File: src/sync_serial_io_port_defines.svh
// Offsets, field positions, reset values and timing counts of the serial port.
`ifndef SYNC_SERIAL_IO_PORT_DEFINES_SVH
`define SYNC_SERIAL_IO_PORT_DEFINES_SVH
`define IDX_CTRL 10'h00a
`define IDX_FLAGS 10'h00b
`define IDX_DATA 10'h00c
`define BIT_ENABLE 6
`define BIT_MASTER 4
`define BIT_DONE 7
`define BIT_COL 6
`define CTRL_RESET 2'b00
`define HALF_SEL0 5'h03
`define HALF_SEL1 5'h04
`define HALF_SEL2 5'h08
`define HALF_SEL3 5'h10
`define LAST_BIT 3'h7
`endif

File: src/sync_serial_io_port_pkg.sv
// Types shared by the serial port design.
`default_nettype none
package sync_serial_io_port_pkg;
   typedef enum logic [1:0] {
      ST_IDLE = 2'b01,
      ST_SHIFT = 2'b10
   } xfer_state_e;
endpackage
`default_nettype wire
File: src/sync_serial_io_port.sv
// Three-wire synchronous serial port with APB register access.
//
// Chosen here: the APB interface to the registers.
`include "sync_serial_io_port_defines.svh"
`timescale 1ns/1ps
`default_nettype none
module sync_serial_io_port (
   // Clock and reset
   input wire logic clock,
   input wire logic rst,
   // APB slave
   input wire logic psel,
   input wire logic penable,
   input wire logic pwrite,
   input wire logic [11:0] paddr,
   input wire logic [31:0] pwdata,
   output logic [31:0] prdata,
   output logic pready,
   output logic pslverr,
   // Fixed mask options
   input wire logic lsb_first_option,
   input wire logic clock_rate_select_lo,
   input wire logic clock_rate_select_hi,
   // General-purpose port B drive for bits 5..7
   input wire logic [2:0] gpio_out,
   input wire logic [2:0] gpio_oe,
   // Port B pins 5..7
   input wire logic [2:0] pb_pin_in,
   output logic [2:0] pb_pin_out,
   output logic [2:0] pb_pin_oe
);

   // The fastest rate keeps three clocks per half period. A bit that the far side
   // changes on a falling edge needs two clocks through the input synchroniser,
   // and a shorter half period would sample the previous bit on the rising edge.
   function automatic logic [4:0] half_period(input logic [1:0] sel);
      case (sel)
         2'b00: half_period = `HALF_SEL0;
         2'b01: half_period = `HALF_SEL1;
         2'b10: half_period = `HALF_SEL2;
         default: half_period = `HALF_SEL3;
      endcase
   endfunction

   sync_serial_io_port_pkg::xfer_state_e state_r;
   sync_serial_io_port_pkg::xfer_state_e state_nxt;
   logic enable_r;
   logic master_r;
   logic done_r;
   logic col_r;
   logic armed_r;
   logic fell_r;
   logic sck_r;
   logic sdo_r;
   logic [2:0] cnt_r;
   logic [4:0] tmr_r;
   logic [7:0] data_r;
   logic [31:0] prdata_r;
   logic sck_s1;
   logic sck_s2;
   logic sck_s3;
   logic sdi_s1;
   logic sdi_s2;

   // Register decode.
   wire setup_w = psel & ~penable;
   wire access_w = psel & penable;
   wire hit_ctrl = paddr == {`IDX_CTRL, 2'b00};
   wire hit_flags = paddr == {`IDX_FLAGS, 2'b00};
   wire hit_data = paddr == {`IDX_DATA, 2'b00};
   wire mapped_w = hit_ctrl | hit_flags | hit_data;
   wire ctrl_wr = access_w & pwrite & hit_ctrl;
   wire flags_rd = access_w & ~pwrite & hit_flags;
   wire data_wr = access_w & pwrite & hit_data;
   wire data_acc = access_w & hit_data;
   wire [7:0] ctrl_view = 8'h00 | ({7'h00, enable_r} << `BIT_ENABLE) | ({7'h00, master_r} << `BIT_MASTER);
   wire [7:0] flags_view = 8'h00 | ({7'h00, done_r} << `BIT_DONE) | ({7'h00, col_r} << `BIT_COL);
   wire [7:0] rd_mux = hit_ctrl ? ctrl_view : hit_flags ? flags_view : hit_data ? data_r : 8'h00;

   assign prdata = prdata_r;
   assign pready = 1'b1;
   assign pslverr = access_w & ~mapped_w;

   // Shift engine controls.
   wire shifting = state_r == sync_serial_io_port_pkg::ST_SHIFT;
   wire new_master = pwdata[`BIT_MASTER];
   wire abort_w = ~enable_r | (ctrl_wr & (new_master != master_r)) | (ctrl_wr & ~pwdata[`BIT_ENABLE]);
   wire [4:0] half_w = half_period({clock_rate_select_hi, clock_rate_select_lo});
   wire tick_w = master_r & shifting & (tmr_r == half_w - 5'h01);
   wire m_fall = tick_w & sck_r;
   wire m_rise = tick_w & ~sck_r;
   wire s_fall = ~master_r & sck_s3 & ~sck_s2;
   wire s_rise = ~master_r & ~sck_s3 & sck_s2;
   wire fall_ev = master_r ? m_fall : s_fall;
   wire rise_ev = (master_r ? m_rise : s_rise) & shifting;
   wire last_rise = rise_ev & (cnt_r == `LAST_BIT);
   wire start_w = enable_r & ~abort_w & ~shifting & (master_r ? data_wr : s_fall);
   wire done_set = last_rise & ~abort_w;
   wire col_set = data_acc & shifting & fell_r;
   wire clr_w = armed_r & data_acc;
   wire [7:0] shift_in = lsb_first_option ? {sdi_s2, data_r[7:1]} : {data_r[6:0], sdi_s2};
   wire out_bit = lsb_first_option ? data_r[0] : data_r[7];

   always_comb
   begin
      state_nxt = state_r;
      case (state_r)
         sync_serial_io_port_pkg::ST_IDLE:
         begin
            if (start_w)
               state_nxt = sync_serial_io_port_pkg::ST_SHIFT;
         end
         sync_serial_io_port_pkg::ST_SHIFT:
         begin
            if (abort_w || last_rise)
               state_nxt = sync_serial_io_port_pkg::ST_IDLE;
         end
         default: state_nxt = sync_serial_io_port_pkg::ST_IDLE;
      endcase
   end

   // Pin takeover; bit 5 is the shift output, bit 6 input, bit 7 the clock.
   assign pb_pin_out[0] = enable_r ? sdo_r : gpio_out[0];
   assign pb_pin_oe[0] = enable_r | gpio_oe[0];
   assign pb_pin_out[1] = gpio_out[1];
   assign pb_pin_oe[1] = ~enable_r & gpio_oe[1];
   assign pb_pin_out[2] = (enable_r & master_r) ? sck_r : gpio_out[2];
   assign pb_pin_oe[2] = enable_r ? master_r : gpio_oe[2];

   // Pin synchronisers; the first stage feeds only the second.
   always_ff @(posedge clock or posedge rst)
   begin
      if (rst)
      begin
         sck_s1 <= 1'b1;
         sck_s2 <= 1'b1;
         sck_s3 <= 1'b1;
         sdi_s1 <= 1'b0;
         sdi_s2 <= 1'b0;
      end
      else
      begin
         sck_s1 <= pb_pin_in[2];
         sck_s2 <= sck_s1;
         sck_s3 <= sck_s2;
         sdi_s1 <= pb_pin_in[1];
         sdi_s2 <= sdi_s1;
      end
   end

   // Control bits; only the two defined bits are stored.
   always_ff @(posedge clock or posedge rst)
   begin
      if (rst)
      begin
         {enable_r, master_r} <= `CTRL_RESET;
         prdata_r <= 32'h00000000;
      end
      else
      begin
         if (ctrl_wr)
         begin
            enable_r <= pwdata[`BIT_ENABLE];
            master_r <= new_master;
         end
         if (setup_w)
            prdata_r <= {24'h000000, rd_mux};
      end
   end

   // Flags: a setting event wins over a clear in the same cycle.
   always_ff @(posedge clock or posedge rst)
   begin
      if (rst)
      begin
         done_r <= 1'b0;
         col_r <= 1'b0;
         armed_r <= 1'b0;
      end
      else
      begin
         done_r <= done_set | (done_r & ~clr_w);
         col_r <= col_set | (col_r & ~clr_w);
         if (flags_rd)
            armed_r <= prdata_r[`BIT_DONE];
         else if (data_acc)
            armed_r <= 1'b0;
      end
   end

   always_ff @(posedge clock or posedge rst)
   begin
      if (rst)
      begin
         state_r <= sync_serial_io_port_pkg::ST_IDLE;
         cnt_r <= 3'h0;
         tmr_r <= 5'h00;
         sck_r <= 1'b1;
         fell_r <= 1'b0;
         sdo_r <= 1'b0;
      end
      else
      begin
         state_r <= state_nxt;
         if (abort_w || !shifting)
            cnt_r <= 3'h0;
         else if (rise_ev)
            cnt_r <= cnt_r + 3'h1;
         tmr_r <= (tick_w || !shifting) ? 5'h00 : tmr_r + 5'h01;
         if (abort_w || !shifting)
            sck_r <= 1'b1;
         else if (tick_w)
            sck_r <= ~sck_r;
         if (start_w & ~master_r)
            fell_r <= 1'b1;
         else if (fall_ev & shifting)
            fell_r <= 1'b1;
         else if (!shifting || abort_w)
            fell_r <= 1'b0;
         if ((fall_ev & shifting) | (start_w & ~master_r))
            sdo_r <= out_bit;
      end
   end

   // Shared shift and data register; no reset so software content survives it.
   always_ff @(posedge clock)
   begin
      if (data_wr)
         data_r <= pwdata[7:0];
      else if (rise_ev & ~abort_w)
         data_r <= shift_in;
   end
endmodule
`default_nettype wire

File: config.mk
export PLATFORM = sky130hd
export DESIGN_NAME = sync_serial_io_port
export DESIGN_NICKNAME = d
export VERILOG_FILES = /design/src/sync_serial_io_port_pkg.sv /design/src/sync_serial_io_port.sv
export VERILOG_INCLUDE_DIRS = /design/src
export SDC_FILE = /design/constraint.sdc
export NUM_CORES = 1
export LEC_CHECK = 0
export BUFFER_PORTS_ARGS = -buffer_cell sky130_fd_sc_hd__clkbuf_2
export CORE_UTILIZATION = 47
export DETAILED_ROUTE_END_ITERATION = 12
export PLACE_DENSITY = 0.9
export SKIP_LAST_GASP = 1
export SYNTH_ARGS = -nofsm -noshare
export SYNTH_HDL_FRONTEND = slang
export SYNTH_SLANG_ARGS = --single-unit
export TNS_END_PERCENT = 100
File: constraint.sdc
create_clock -name clock -period 2 [get_ports clock]
set_input_delay 0.2 -clock clock [delete_from_list [all_inputs] [get_ports clock]]
set_output_delay 0.2 -clock clock [all_outputs]
set_load 0.03 [all_outputs]
## Word-level counts from Yosys, hierarchy flattened

Index checks and enable logic that the tools add are counted.

| storage, ports and cells | value |
|---|---|
| bits in registers | 39 |
| bits in latches | 0 |
| memory bits (writable) | 0 |
| ROM bits | 0 |
| input port bits | 61 |
| output and inout bits | 40 |
| logic and storage cells | 128 |
| memories kept | 0 |

| operators by class | value |
|---|---|
| $add $sub $neg | 3 |
| multipliers | 0 |
| divide/modulo/power cells | 0 |
| order comparisons | 0 |
| equal/unequal tests | 12 |
| shifts and indexed selects | 0 |
| muxes and demuxes | 27 |
| bitwise gates (word level) | 57 |
| reduce and logical (&&, ||, !) cells | 11 |

Operator list:

| operator | count |
|---|---|
| $mux W8 | 6 |
| $eq A12 B6 Y1 const B | 3 |
| $and A1 B1 Y1 | 35 |
| $pmux W5 S3 | 1 |
| $mux W1 | 14 |
| $not A1 Y1 | 12 |
| $or A1 B1 Y1 | 8 |
| $or A8 B7 Y8 | 1 |
| $reduce_bool A2 Y1 | 4 |
| $or A7 B5 Y7 | 1 |
| $mux W3 | 2 |
| $add A5 B1 Y5 const B | 1 |
| $eq A5 B5 Y1 | 1 |
| $mux W5 | 1 |
| $sub A5 B1 Y5 const B | 1 |
| $eq A2 B1 Y1 const B | 2 |
| $eq A2 B2 Y1 const B | 2 |
| $mux W2 | 2 |
| $pmux W2 S2 | 1 |
| $add A3 B1 Y3 const B | 1 |
| $eq A3 B3 Y1 const B | 1 |
| $logic_or A1 B1 Y1 | 3 |
| $reduce_bool A3 Y1 | 1 |
| $logic_not A2 Y1 | 1 |
| 5 further kinds | 5 |

## Logic depth before layout (Yosys ltp)

| logic depth | value |
|---|---|
| word-level depth | 12 |
| gate-level depth with buffers | 7 |
| depth with buffers taken out | 6 |

## Least setup slack after synthesis

No wires, ideal clock.

| timing | value |
|---|---|
| path type | reg2reg |
| start | reg tmr_r[0] |
| end | reg data_r[0] (enable) |
| library setup time | 329 ps |
| arrival | 1405 ps |
| data required time | 1671 ps |
| setup slack | 266 ps |
| cell stages (with the launch flop) | 6 |
| buffers on the path | 0 |
| clock period less this slack | 1734 ps |
| cells stage by stage | dfrtp_1 -> xor2_1 -> o31ai_2 -> and4_1 -> o21ai_1 -> nand2_1 |

| on the way | value |
|---|---|
| longest elaborated chain between the ends | 7 |

RTL lines:

| element | RTL line | RTL |
|---|---|---|
| from (decl) | sync_serial_io_port.sv:56 | `logic [4:0] tmr_r;` |
| from (signal assigned) | sync_serial_io_port.sv:209 | `tmr_r <= (tick_w \|\| !shifting) ? 5'h00 : tmr_r + 5'h01;` |
| $eq A5 B5 Y1 | sync_serial_io_port.sv:89 | `wire tick_w = master_r & shifting & (tmr_r == half_w - 5'h01);` |
| $and A1 B1 Y1 | sync_serial_io_port.sv:89 |  |
| $and A1 B1 Y1 | sync_serial_io_port.sv:91 | `wire m_rise = tick_w & ~sck_r;` |
| $mux W1 | sync_serial_io_port.sv:95 | `wire rise_ev = (master_r ? m_rise : s_rise) & shifting;` |
| $and A1 B1 Y1 | sync_serial_io_port.sv:95 |  |
| $and A1 B1 Y1 | sync_serial_io_port.sv:230 | `else if (rise_ev & ~abort_w)` |
| $reduce_bool A2 Y1 (no source line) | - |  |
| to (signal assigned) | sync_serial_io_port.sv:229 | `data_r <= pwdata[7:0];` |
| to (signal assigned) | sync_serial_io_port.sv:231 | `data_r <= shift_in;` |
| to (decl) | sync_serial_io_port.sv:57 | `logic [7:0] data_r;` |

No other way between the ends.
A chain may end at the register's enable or synchronous reset.

## Worst setup path in the final report

| timing | value |
|---|---|
| start | reg state_r[0] |
| end | reg data_r[4] (enable) |

| on the way | value |
|---|---|
| longest elaborated chain between the ends | 8 |

RTL lines:

| element | RTL line | RTL |
|---|---|---|
| from (decl) | sync_serial_io_port.sv:45 | `sync_serial_io_port_pkg::xfer_state_e state_r;` |
| from (signal assigned) | sync_serial_io_port.sv:195 | `state_r <= sync_serial_io_port_pkg::ST_IDLE;` |
| from (signal assigned) | sync_serial_io_port.sv:204 | `state_r <= state_nxt;` |
| $eq A2 B2 Y1 * | sync_serial_io_port.sv:85 | `wire shifting = state_r == sync_serial_io_port_pkg::ST_SHIFT;` |
| $and A1 B1 Y1 (2 in series) | sync_serial_io_port.sv:89 |  |
| $and A1 B1 Y1 | sync_serial_io_port.sv:91 |  |
| $mux W1 | sync_serial_io_port.sv:95 |  |
| $and A1 B1 Y1 * | sync_serial_io_port.sv:95 |  |
| $and A1 B1 Y1 * | sync_serial_io_port.sv:230 |  |
| $reduce_bool A2 Y1 (no source line) * | - |  |

Mark *: on every way between the ends. The rest lies on a longest branch, timed or not.

==> metrics.yaml <==
avgRoutedWirePerCell_microns: 13.1
power_mw: 1.65
synth_top_area_share_pct: 28.8
ir_drop_uv: 645
start_util_pct: 50.4
numCtsBuffers: 5
die_h_microns: 71.3
synth_area_leader_cell: "dfrtp_1"
path_class: "flop to flop"
cp-end-kind: "flop"
worst_slew_pin_slew_ns: 0.509
drive_gt1_share_pct: 29.2
violations: "DRC"
cts_resized: 0
maxCapViolCount: 0
skew_ns: 0.00662
crit_family: "simple AND/OR/NAND/NOR gates"
clock_latency_ns: 0.29
num_vias: 1788
nNetsFinal: 351
power_density_nw_per_um2: 627
fmax_mhz: 538
slowest_stage: "dfstp_2"
cts.path.max_buffers: 2
io_pins: 101
grt_overflow_total: 0
fin_crit_sh_pct: 92.9
final_common_cell: "clkbuf_2"
synth_area_leaders: "dfrtp_1 29%, edfxtp_1 11%, buf_4 8.6%"
slew_violations: 0
drc_errors: 8
die_w_microns: 71.3
first_pass_iters: 11
place_hpwl_microns: 3400
fillers: 391
synth.ff_latch_count: 39
grt_max_degree: 32
setup-tns-final_ns: 0
wl_microns: 4460
tritoncts: "built"
hold_class: "input port to flop"
std_cell_rows: 24
synth_flop_cell: "dfrtp_1"
status: "complete, but fails checks"
vias_per_cell: 5.26
synthArstFlopShare_pct: 79.5
antennaDiodeCount: 0
cts.sinks: 39
yosysUniqueCellTypes: 51
cp_cell_sequence: "nand2b_1, nor2_1, and4_1, o21ai_1, nand2_1"
clk_pin_slew_ns: 0.07
cts_max_level: 2
area_delta_synth_final_pct: 16.6
synth-edff-count: 8
yosysSeqAreaShare_pct: 45.3
power_leakage_nw: 1.27
drt-initial-drc-count: 106
ant_nets: 0
dieArea_sq_um: 5080
grt.total_usage_pct: 18.2
cp_max_fo: 8
slew_headroom_pct: 66.1
cts-root-buf: "clkbuf_8"
syn_area_per_cell_sq_um: 9.86
yosys_warnings: 0
arrival_ns: 1.83
final_cell_mix: "48 x clkbuf_2, 26 x dfrtp_1, 25 x nand2_1, 25 x conb_1, 20 x nor2_1"
syn-cell-area_sq_um: 2260
setup_viol: 0
rsz0062_at_grt: "no"
place.gp.congestion: 0.862
fin_crit_ns: 1.86
grt_pass1_wl_microns: 7160
critPathBufInv: 0
syn_inst: 229
antenna_found_initial: 0
core_region_area_sq_um: 4470
portBuffers: 48
critPathMaxStageDelay_ns: 0.56
finalHoldViolCount: 0
cp.required_ns: 1.97
grt_pass1_vias: 1662
worstSetupStartpointType: "flop"
[per-stage QoR]
step	area, sq um	utilization [%]	hold WS [ns]	setup WS [ns]	std cells
2_1_floorplan	2340	-	0.204	0.266	252
3_3_place_gp	2500	56.0	0.281	0.169	330
3_5_place_dp	2500	56.0	0.282	0.129	330
4_1_cts	2630	58.8	0.00796	0.138	340
5_1_grt	2630	58.8	0.00832	0.0405	340
6_report	2630	58.8	0.0113	0.142	340
[layout make-up]
cell class	count	area [sq um]	area share (%)
flip-flops and latches	39	1020	38.8
multi-input cells	175	1070	40.7
inverters	4	15.0	0.570
clock inverters	3	38.8	1.47
clock buffers	5	68.8	2.61
well taps	52	65.1	2.47
repair buffers	62	350	13.3
[final timing paths]
kind,endpoint,from,cells after the start,slack (ns)
max,data_r[4],state_r[0],5,0.14
min,sdi_s1,pb_pin_in[1],1,0.01
max reg2reg,data_r[4],state_r[0],5,0.14
min reg2reg,sdi_s2,sdi_s1,0,0.35
max in group asynchronous,sck_s3,rst,4,1.16
min in group asynchronous,prdata[6],rst,4,0.51
[synth_stat cells (2+ instances only)]
| library cell | instances |
|---|---|
| xor2_1 | 4 |
| o31a_1 | 2 |
| nor3b_1 | 2 |
| o21ai_0 | 13 |
| ha_1 | 3 |
| and2_1 | 3 |
| nand2_1 | 25 |
| edfxtp_1 | 8 |
| nor2b_1 | 4 |
| dfrtp_1 | 26 |
| nand3_1 | 8 |
| mux2_2 | 4 |
| nand2b_1 | 2 |
| nor3_1 | 4 |
| xnor2_1 | 2 |
| and4_1 | 3 |
| buf_4 | 26 |
| and3_1 | 3 |
| nand4_1 | 3 |
| mux2i_1 | 8 |
| conb_1 | 2 |
| clkbuf_1 | 5 |
| inv_1 | 4 |
| dfstp_2 | 5 |
| nor2_1 | 20 |
| a21oi_1 | 12 |
| a22oi_1 | 4 |
[cell families (layout without fill, tap and decap cells)]
logic type | after synthesis | count (layout) | share of synthesized area [%]
multiplexers | 13 | 13 | 6.21
buffers and inverters | 38 | 74 | 11.0
flip-flops | 39 | 39 | 45.3
AO/OA/AOI/OAI | 43 | 43 | 13.0
adder cells (fa/ha/maj) | 3 | 3 | 1.66
other | 2 | 25 | 0.333
AND/OR/NAND/NOR | 85 | 85 | 20.2
XOR/XNOR | 6 | 6 | 2.33
[flip-flops by register name (all words and copies together) (netlist names)]
name	flops
armed_r	1
cnt_r	3
col_r	1
data_r	8
done_r	1
enable_r	1
fell_r	1
master_r	1
prdata	8
sck_r	1
sck_s1	1
sck_s2	1
sck_s3	1
sdi_s1	1
sdi_s2	1
sdo_r	1
state_r	2
tmr_r	5
[power breakdown]
group / internal, mW / switching [mW]
combinational: 0.0575 / 0.135
sequential: 0.817 / 0.00297
clock: 0.365 / 0.272
[timing repair]
action / 4_1_cts / 5_1_grt
endpoints found under the hold margin: 27 / 0
setup endpoints to repair: 0 / 0
buffers inserted: 0 / 0
hold buffers: 2 / 0
[per-layer routing]
layer / up-vias / global-route usage, % / part of all wire, % / wire [microns]
met1: 836 / 22.0 / 43 / 1920
li1: 869 / - / - / -
met3: 10 / 4.08 / 5.7 / 255
met5: - / 0 / 0 / 0
met2: 73 / 32.2 / 50 / 2220
met4: 0 / 5.78 / 1.6 / 70
Power figures use the tool's default switching activity.
